File: src/hdl/bbp_defines.vh
// constants for the bit-bang parallel port
`ifndef BBP_DEFINES_VH
`define BBP_DEFINES_VH
`define BBP_MODE_RESET 8'h00
`define BBP_MODE_ASYNC 8'h01
`define BBP_MODE_SYNC 8'h04
`define BBP_DIR_RESET 8'h00
`define BBP_PINS_RESET 8'h00
`define BBP_DIV_RESET 16'h0001
`define BBP_SETUP_NS 20
`define BBP_CLK_NS 20
`define BBP_SETUP_CYC ((`BBP_SETUP_NS + `BBP_CLK_NS - 1) / `BBP_CLK_NS)
`endif

File: src/hdl/bbp_port.v
// byte-wide bit-bang parallel port core
`timescale 1ns/1ps
`include "bbp_defines.vh"
`default_nettype none
module bbp_port #(
   parameter DIV_W = 16
) (
   // clock and reset
   input wire core_clk_i,
   input wire sys_rst_i,
   // mode setup command
   input wire cmd_valid_i,
   input wire [7:0] cmd_mode_i,
   input wire [7:0] cmd_dir_mask_i,
   input wire [DIV_W-1:0] cmd_div_i,
   // device bound fifo
   input wire rx_valid_i,
   input wire [7:0] rx_data_i,
   output reg rx_ready_o,
   // host bound fifo
   output reg tx_valid_o,
   output reg [7:0] tx_data_o,
   input wire tx_ready_i,
   // parallel pins
   input wire [7:0] pin_i,
   output reg [7:0] pin_o,
   output reg [7:0] pin_oe_o,
   output reg pin_sample_strobe_n_o,
   output reg pin_update_strobe_n_o,
   // status
   output reg [7:0] mode_o
);
   localparam ST_IDLE = 3'h0;
   localparam ST_SAMPLE = 3'h1;
   localparam ST_FWD = 3'h2;
   localparam ST_APPLY = 3'h3;
   localparam ST_SETUP = 3'h4;
   localparam ST_WSTB = 3'h5;

   reg [7:0] pin_s1_q;
   reg [7:0] pin_s2_q;
   reg [7:0] dir_q;
   reg [DIV_W-1:0] div_q;
   reg [2:0] st_q;
   reg [7:0] byte_q;
   reg [7:0] setup_cnt_q;
   reg smp_valid_q;
   reg [7:0] smp_q;
   wire tick;
   wire buf_ready;
   wire buf_valid;
   wire [7:0] buf_data;
   wire is_async;
   wire is_sync;
   wire take;
   integer i;

   assign is_async = (mode_o == `BBP_MODE_ASYNC);
   assign is_sync = (mode_o == `BBP_MODE_SYNC);

   bbp_baud_gen #(
      .DIV_W(DIV_W)
   ) u_baud (
      .core_clk_i(core_clk_i),
      .sys_rst_i(sys_rst_i),
      .run_i(is_async),
      .div_i(div_q),
      .tick_o(tick)
   );

   bbp_skid_buf #(
      .WIDTH(8)
   ) u_buf (
      .core_clk_i(core_clk_i),
      .sys_rst_i(sys_rst_i),
      .in_valid_i(smp_valid_q),
      .in_data_i(smp_q),
      .in_ready_o(buf_ready),
      .out_valid_o(buf_valid),
      .out_data_o(buf_data),
      .out_ready_i(tx_ready_i || !tx_valid_o)
   );

   // accept a byte only while idle; async holds it until the next tick
   assign take = rx_valid_i && rx_ready_o && (st_q == ST_IDLE) &&
      (is_async || is_sync);

   // pin input synchroniser
   always @(posedge core_clk_i) begin
      if (sys_rst_i) begin
         pin_s1_q <= 8'h00;
         pin_s2_q <= 8'h00;
      end else begin
         pin_s1_q <= pin_i;
         pin_s2_q <= pin_s1_q;
      end
   end

   // host-bound output register
   always @(posedge core_clk_i) begin
      if (sys_rst_i || mode_o == `BBP_MODE_RESET) begin
         tx_valid_o <= 1'b0;
         tx_data_o <= 8'h00;
      end else if (tx_ready_i || !tx_valid_o) begin
         tx_valid_o <= buf_valid;
         tx_data_o <= buf_data;
      end
   end

   // output enables per pin
   always @(posedge core_clk_i) begin
      for (i = 0; i < 8; i = i + 1) begin
         if (sys_rst_i) begin
            pin_oe_o[i] <= 1'b0;
         end else begin
            pin_oe_o[i] <= dir_q[i] && (is_async || is_sync);
         end
      end
   end

   always @(posedge core_clk_i) begin
      if (sys_rst_i) begin
         mode_o <= `BBP_MODE_RESET;
         dir_q <= `BBP_DIR_RESET;
         div_q <= `BBP_DIV_RESET;
      end else if (cmd_valid_i) begin
         mode_o <= cmd_mode_i;
         dir_q <= cmd_dir_mask_i;
         div_q <= cmd_div_i;
      end
   end

   always @(posedge core_clk_i) begin
      if (sys_rst_i || cmd_valid_i || mode_o == `BBP_MODE_RESET) begin
         st_q <= ST_IDLE;
         pin_o <= `BBP_PINS_RESET;
         byte_q <= 8'h00;
         setup_cnt_q <= 8'h00;
         smp_valid_q <= 1'b0;
         smp_q <= 8'h00;
         rx_ready_o <= 1'b0;
         pin_sample_strobe_n_o <= 1'b1;
         pin_update_strobe_n_o <= 1'b1;
      end else if (is_async) begin
         smp_valid_q <= 1'b0;
         pin_sample_strobe_n_o <= 1'b1;
         pin_update_strobe_n_o <= 1'b1;
         if (st_q == ST_IDLE) begin
            rx_ready_o <= !take;
            if (take) begin
               byte_q <= rx_data_i;
               st_q <= ST_APPLY;
            end
         end else if (tick) begin
            pin_o <= byte_q;
            pin_update_strobe_n_o <= 1'b0;
            st_q <= ST_IDLE;
         end
      end else if (is_sync) begin
         smp_valid_q <= 1'b0;
         case (st_q)
            ST_IDLE: begin
               pin_update_strobe_n_o <= 1'b1;
               pin_sample_strobe_n_o <= 1'b0;
               rx_ready_o <= buf_ready && !smp_valid_q;
               if (take) begin
                  byte_q <= rx_data_i;
                  rx_ready_o <= 1'b0;
                  st_q <= ST_SAMPLE;
               end
            end
            ST_SAMPLE: begin
               smp_q <= pin_s2_q;
               st_q <= ST_FWD;
            end
            ST_FWD: begin
               pin_sample_strobe_n_o <= 1'b1;
               smp_valid_q <= 1'b1;
               st_q <= ST_APPLY;
            end
            ST_APPLY: begin
               pin_sample_strobe_n_o <= 1'b0;
               pin_o <= byte_q;
               setup_cnt_q <= 8'h00;
               st_q <= ST_SETUP;
            end
            ST_SETUP: begin
               setup_cnt_q <= setup_cnt_q + 8'h01;
               if (setup_cnt_q + 8'h01 >= `BBP_SETUP_CYC) begin
                  st_q <= ST_WSTB;
               end
            end
            ST_WSTB: begin
               if (pin_update_strobe_n_o) begin
                  pin_update_strobe_n_o <= 1'b0;
               end else begin
                  pin_update_strobe_n_o <= 1'b1;
                  st_q <= ST_IDLE;
               end
            end
            default: begin
               st_q <= ST_IDLE;
            end
         endcase
      end else begin
         rx_ready_o <= 1'b0;
         pin_sample_strobe_n_o <= 1'b1;
         pin_update_strobe_n_o <= 1'b1;
      end
   end
endmodule
`default_nettype wire

File: src/hdl/bbp_skid_buf.v
// two-entry buffer with valid and ready on both sides
`timescale 1ns/1ps
`default_nettype none
module bbp_skid_buf #(
   parameter WIDTH = 8
) (
   // clock and reset
   input wire core_clk_i,
   input wire sys_rst_i,
   // fill side
   input wire in_valid_i,
   input wire [WIDTH-1:0] in_data_i,
   output wire in_ready_o,
   // drain side
   output wire out_valid_o,
   output wire [WIDTH-1:0] out_data_o,
   input wire out_ready_i
);
   reg [WIDTH-1:0] mem_q [0:1];
   reg wr_ptr_q;
   reg rd_ptr_q;
   reg [1:0] cnt_q;
   wire push;
   wire pop;
   assign in_ready_o = (cnt_q != 2'h2);
   assign out_valid_o = (cnt_q != 2'h0);
   assign out_data_o = mem_q[rd_ptr_q];
   assign push = in_valid_i && in_ready_o;
   assign pop = out_valid_o && out_ready_i;
   always @(posedge core_clk_i) begin
      if (push) begin
         mem_q[wr_ptr_q] <= in_data_i;
      end
   end
   always @(posedge core_clk_i) begin
      if (sys_rst_i) begin
         wr_ptr_q <= 1'b0;
         rd_ptr_q <= 1'b0;
         cnt_q <= 2'h0;
      end else begin
         if (push) begin
            wr_ptr_q <= ~wr_ptr_q;
         end
         if (pop) begin
            rd_ptr_q <= ~rd_ptr_q;
         end
         if (push && !pop) begin
            cnt_q <= cnt_q + 2'h1;
         end else if (pop && !push) begin
            cnt_q <= cnt_q - 2'h1;
         end
      end
   end
endmodule
`default_nettype wire

File: src/hdl/bbp_baud_gen.v
// baud rate tick generator with programmable divisor
`timescale 1ns/1ps
`default_nettype none
module bbp_baud_gen #(
   parameter DIV_W = 16
) (
   // clock and reset
   input wire core_clk_i,
   input wire sys_rst_i,
   // control
   input wire run_i,
   input wire [DIV_W-1:0] div_i,
   // tick
   output reg tick_o
);
   reg [DIV_W-1:0] cnt_q;
   always @(posedge core_clk_i) begin
      if (sys_rst_i || !run_i) begin
         cnt_q <= {DIV_W{1'b0}};
         tick_o <= 1'b0;
      end else if (cnt_q + {{(DIV_W-1){1'b0}}, 1'b1} >= div_i) begin
         cnt_q <= {DIV_W{1'b0}};
         tick_o <= 1'b1;
      end else begin
         cnt_q <= cnt_q + {{(DIV_W-1){1'b0}}, 1'b1};
         tick_o <= 1'b0;
      end
   end
endmodule
`default_nettype wire

File: config.mk
export PLATFORM = sky130hd
export DESIGN_NAME = bbp_port
export DESIGN_NICKNAME = d
export VERILOG_FILES = /design/src/hdl/bbp_port.v /design/src/hdl/bbp_skid_buf.v /design/src/hdl/bbp_baud_gen.v
export VERILOG_INCLUDE_DIRS = /design/src /design/src/hdl
export SDC_FILE = /design/constraint.sdc
export NUM_CORES = 1
export LEC_CHECK = 0
export BUFFER_PORTS_ARGS = -buffer_cell sky130_fd_sc_hd__buf_2
export CAP_MARGIN = 20
export CORE_ASPECT_RATIO = 1.5
export CORE_MARGIN = 5
export CORE_UTILIZATION = 61
export CTS_CLUSTER_SIZE = 25
export DETAILED_ROUTE_END_ITERATION = 8
export PLACE_DENSITY = 0.89
export SETUP_SLACK_MARGIN = 0.3
export SLEW_MARGIN = 20
export SYNTH_ARGS = -nofsm -noshare
export SYNTH_HDL_FRONTEND = slang
export SYNTH_HIERARCHICAL = 1
export SYNTH_SLANG_ARGS = --single-unit
File: constraint.sdc
create_clock -name core_clk_i -period 4.7 [get_ports core_clk_i]
set_input_delay 0.235 -clock core_clk_i [delete_from_list [all_inputs] [get_ports core_clk_i]]
set_output_delay 0.235 -clock core_clk_i [all_outputs]
set_load 0.02 [all_outputs]
### Word level (Yosys, flattened, before mapping)

Memories as Yosys holds them, arrays and structs flattened. A register that Yosys moved wholly into a read port is not among the register bits.
Cells that the tools add are included.

| cells by class | value |
|---|---|
| eq/ne operators | 17 |
| bitwise operators | 4 |
| reduce and logical (&&, ||, !) cells | 45 |
| $add $sub $neg | 5 |
| magnitude comparators | 2 |
| muxes and demuxes | 37 |

Operators with widths:

| cell | count |
|---|---|
| $mux 8 | 9 |
| $mux 3 | 8 |
| $pmux 3 s6 | 1 |
| $add 16x1->16 const B | 1 |
| $ge 16x16->1 | 1 |
| $logic_and 1x1->1 | 16 |
| $pmux 8 s2 | 1 |
| $mux 1 | 14 |
| $reduce_bool 2->1 | 6 |
| $add 8x1->9 const B | 1 |
| $ge 9x1->1 const B | 1 |
| $add 8x1->8 const B | 1 |
| $eq 8x1->1 const B | 1 |
| $eq 8x3->1 const B | 1 |
| $logic_not 8->1 | 1 |
| $eq 3x2->1 const B | 2 |
| $eq 3x3->1 const B | 2 |
| $logic_not 1->1 | 6 |
| $logic_or 1x1->1 | 6 |
| $ne 2x1->1 const B | 3 |
| $ne 2x2->1 const B | 3 |
| $ne 3x3->1 const B | 2 |
| $reduce_and 3->1 | 2 |
| $reduce_or 2->1 | 3 |
| 13 further kinds | 18 |

| word-level totals | value |
|---|---|
| bits of input ports | 53 |
| word-level logic and storage cells | 132 |
| memories kept | 1 |
| bits in registers | 117 |
| bits in writable memories | 16 |
| output and inout bits | 36 |

Memories:

| name | words | width | rd ports | clocked after memory_dff | write ports | RTL line | RTL |
|---|---|---|---|---|---|---|---|
| u_buf.mem_q | 2 | 8 | 1 | 1 | 1 | bbp_skid_buf.v:19 | `reg [WIDTH-1:0] mem_q [0:1];` |

### Logic depth before layout (Yosys ltp)

| depth | value |
|---|---|
| depth in word-level cells | 7 |
| mapped depth | 10 |
| depth with buffers taken out | 9 |

### By module

The synthesis kept the hierarchy.

By module, submodules not included:

| module | sequential area each (µm²) | cells an instance | instances | area an instance (µm²) |
|---|---|---|---|---|
| bbp_port | 2082.0 | 423 | 1 | 3985.1 |
| bbp_baud_gen | 340.3 | 136 | 1 | 1219.9 |
| bbp_skid_buf | 580.6 | 49 | 1 | 798.3 |

### Worst setup path before layout

No wires, ideal clock.

| timing path | value |
|---|---|
| kind | flip-flop to flip-flop |
| start | reg u_baud.cnt_q[2] |
| end | reg u_baud.cnt_q[11] |
| library setup time | 0.141 ns |
| path slack | 1.785 ns |
| data arrival time | 2.774 ns |
| path buffers | 1 |
| required time | 4.559 ns |
| period minus slack after synthesis | 2.915 ns |
| stages on the path, launching flop included | 11 |
| path through | dfxtp_1 > nand3_4 > or3_4 > or4_4 > nand2_1 > ha_1 > and4_1 > o2111ai_1 > o311ai_2 > buf_2 > nor3b_1 |

| between the ends | value |
|---|---|
| word-level cells in the longest chain between the ends | 3 |

Ends and longest elaborated chain:

| element | RTL line | RTL |
|---|---|---|
| start: declaration | bbp_baud_gen.v:16 | `reg [DIV_W-1:0] cnt_q;` |
| start signal: assignment | bbp_baud_gen.v:19 | `cnt_q <= {DIV_W{1'b0}};` |
| start signal: assignment | bbp_baud_gen.v:22 | `cnt_q <= {DIV_W{1'b0}};` |
| start signal: assignment | bbp_baud_gen.v:25 | `cnt_q <= cnt_q + {{(DIV_W-1){1'b0}}, 1'b1};` |
| $add 16x1->16 * | bbp_baud_gen.v:21, bbp_baud_gen.v:25 |  |
| $ge 16x16->1 | bbp_baud_gen.v:21 | `end else if (cnt_q + {{(DIV_W-1){1'b0}}, 1'b1} >= div_i) begin` |
| $reduce_or 2->1 (no line) | - |  |

Every way passes the cells marked *; elsewhere a longest branch is shown, timed or not.
A chain may end at the register's enable or synchronous reset.

### Worst setup path after layout

| timing path | value |
|---|---|
| start | reg u_baud.cnt_q[2] |
| end | reg u_baud.cnt_q[6] |

The elaborated chain is that of the path after synthesis.

==> impl_metrics.ini <==
[yosys]
ys_ff_latch = 142
async_flop_share_pct = 0
yosysTopAreaCellShare_pct = 42.0
synth_area_leader_cell = dfxtp_1
syn_avg_cell_area_um2 = 9.87
yosysWarnings = 6
synth_ff_type = dfxtp_1
synth_edf_count = 16
syn_nets = 681
synth-seq-area-share_pct = 50.0
syn-cell-area_um2 = 6000
yosys-top-cells-area = dfxtp_1, mux2i_1, edfxtp_1, nor2_1, ha_1
syn-instance-count = 608
synthDistinctLibCells = 65

[timing]
tightest_slew_ns = 1.08
finalSetupViolations = 0
fmax_ghz = 0.297
finalCritPeriodShare_pct = 71.7
hold_ws_ns = 0.0286
fin_skew_ns = 0.0101
rsz0062_at_grt = no
fin_tns_setup_ns = 0
min_period_ns = 3.37
slew_headroom_pct = 26.9
hold_violations = 0
fin_ws_ns = 1.33
timing_max_transition_violations_final = 0

[power]
switchingPower_mw = 0.600
switching_share_pct = 21.7
max-vdd-ir-drop_uv = 387
internal_power_mw = 2.16
power.density_nw_per_um2 = 390
combinationalPowerShare_pct = 5.7
power_frac_clock_pct = 48.2
total_power_mw = 2.76
seqPwrFrac_pct = 46.1
power.leakage_nw = 3.07

[grt]
grt_use_total_pct = 23.3
grt_pass1_wl_um = 22300
grt_max_degree = 56
grt_pass1_vias = 4686
grt_overflow = 0
antenna_found_initial = 0

[clock_tree]
cts_resized = 0
cts_hold_buf = 0
clk_latency_ns = 0.42
post_cts_buffers = 0
clockBufferDepth = 2
numCtsBuffers = 17
clk_pin_slew_ns = 0.06
cts_sinks = 142
h-tree-depth = 4
root_buffer = clkbuf_16
cts_tree = yes

[placement]
portBuffers = 88
dp.cells = 784
dp_hpwl_um = 9760
place_ws_ns = 1.15
place_area_um2 = 6480
gp_congestion = 0.919

[worst_setup_path]
timing.rr.end = u_baud/cnt_q[6]
crit_end = u_baud/cnt_q[6]
critical_path.max_fanout = 16
end_kind = flip-flop
reg2reg_from = u_baud/cnt_q[2]
cp.arrival_ns = 3.63
cp.required_ns = 4.96
r2r_setup_slack_ns = 1.33
critical_path_class = flip-flop to flip-flop
cp-startpoint = u_baud/cnt_q[2]
r2r_cells = 9
worst_setup_path_start_kind = flip-flop

[floorplan]
initial_core_util_pct = 62.3
core-area_um2 = 9630
fp-row-count = 44
die_h_um = 132
io_pins = 89
die_w_um = 91
die_area_um2 = 12000

[final_layout]
post_layout_nonfiller_instances = 816
most-common-layout-cells = dfxtp_1, buf_2, nor2_1
area_growth_pct = 18.1
regArea_um2 = 3000
multi_input_area_um2 = 2800
n_fill_cell = 645
final_common_cell = dfxtp_1
utilization_pct = 73.6
drive_above_1_share_pct = 21.0
fin_nets = 761
final_area_um2 = 7090
diodes = 0

[routing]
first_pass_iters = 7
drt-total-wl_um = 13900
drt-wirelength-per-cell_um = 17.0
via_per_inst = 5.84
drc_errors = 0
ant_nets = 0
dr_total_vias = 4762
drt-initial-drc-count = 352

[hold_path]
hp-class = input port to flip-flop

[run_status]
status = finished, final reports clean

[job]
drv_cap = 0
-- cells by family after synthesis --
kind of cell    Yosys count  share of synthesized area [%]
compound gates           68                           7.94
flops                   142                           50.0
simple gates            241                           20.6
fa+ha+maj                21                           4.34
buf+inv                  55                           3.75
mux                      66                           11.2
xor+xnor                 15                           2.19
-- Yosys cell counts, types with 4 or more instances --
library cell / instances
a21oi_1: 22
inv_1: 25
mux2_2: 9
nor2_1: 69
xor2_1: 11
o21ai_0: 9
nor4_1: 7
clkbuf_1: 18
nor3b_1: 12
nor2b_1: 21
xnor2_1: 4
ha_1: 20
nor3_1: 12
dfxtp_1: 126
or3_1: 5
mux2i_1: 57
nand2_1: 52
nand4_1: 4
nand2b_1: 6
nand3_1: 17
buf_2: 5
or2_2: 4
edfxtp_1: 16
and3_1: 5
and2_1: 10
-- layout make-up --
class | instances | share of cell area [%]
clock buffer | 21 | 6.35
clock inverter | 11 | 2.01
inverter | 26 | 1.38
multi-input combinational | 411 | 39.4
sequential | 142 | 42.4
tap | 115 | 2.03
timing repair buffer | 90 | 6.43
-- per-layer routing --
layer	global-route usage (%)	share of wire [%]	vias up
met5	0	0	-
met4	11.9	3.9	0
met3	6.64	5.1	45
met2	43.1	56	183
met1	23.0	35	2253
li1	-	-	2281
-- worst max-delay path: stages (launching register included) --
cell,delay [ns]
dfxtp_1,0.45
nand3_4,0.14
or3_4,0.42
o31ai_1,0.41
nand2_1,0.12
ha_1,0.31
and4_1,0.26
o2111ai_1,0.23
o311ai_4,0.73
nor3b_1,0.14
-- power groups by stage --
stage	clock network (mW)	registers (mW)	logic, mW
after floorplan	0	1.31	0.0846
after global placement	0	1.30	0.149
after detailed placement	0	1.30	0.155
after CTS	1.35	1.27	0.157
after global routing	1.41	1.28	0.171
final	1.33	1.27	0.158
-- sequential cells by signal (all words and copies together), names as in the netlist, 2 cells and up, named ones only --
register / cells
div_q: 16
pin_oe_o: 8
u_baud/cnt_q: 16
pin_s2_q: 8
byte_q: 8
pin_s1_q: 8
mode_o: 8
dir_q: 8
u_buf/mem_q: 16
st_q: 3
smp_q: 8
u_buf/cnt_q: 2
pin_o: 8
tx_data_o: 8
setup_cnt_q: 8
-- worst min-delay path by stage --
stage / cells after the start / slack (ns) / from / end
detailed placement: 1 / 0.42 / pin_s1_q[6] / pin_s2_q[6]
finish: 2 / 0.03 / pin_i[1] / pin_s1_q[1]
global placement: 1 / 0.42 / pin_s1_q[3] / pin_s2_q[3]
global route: 3 / 0.04 / cmd_div_i[12] / div_q[12]
floorplan: 1 / 0.30 / sys_rst_i / u_buf/cnt_q[1]
CTS: 2 / 0.02 / pin_i[1] / pin_s1_q[1]
Note: power is estimated with default switching activity, not from simulation.
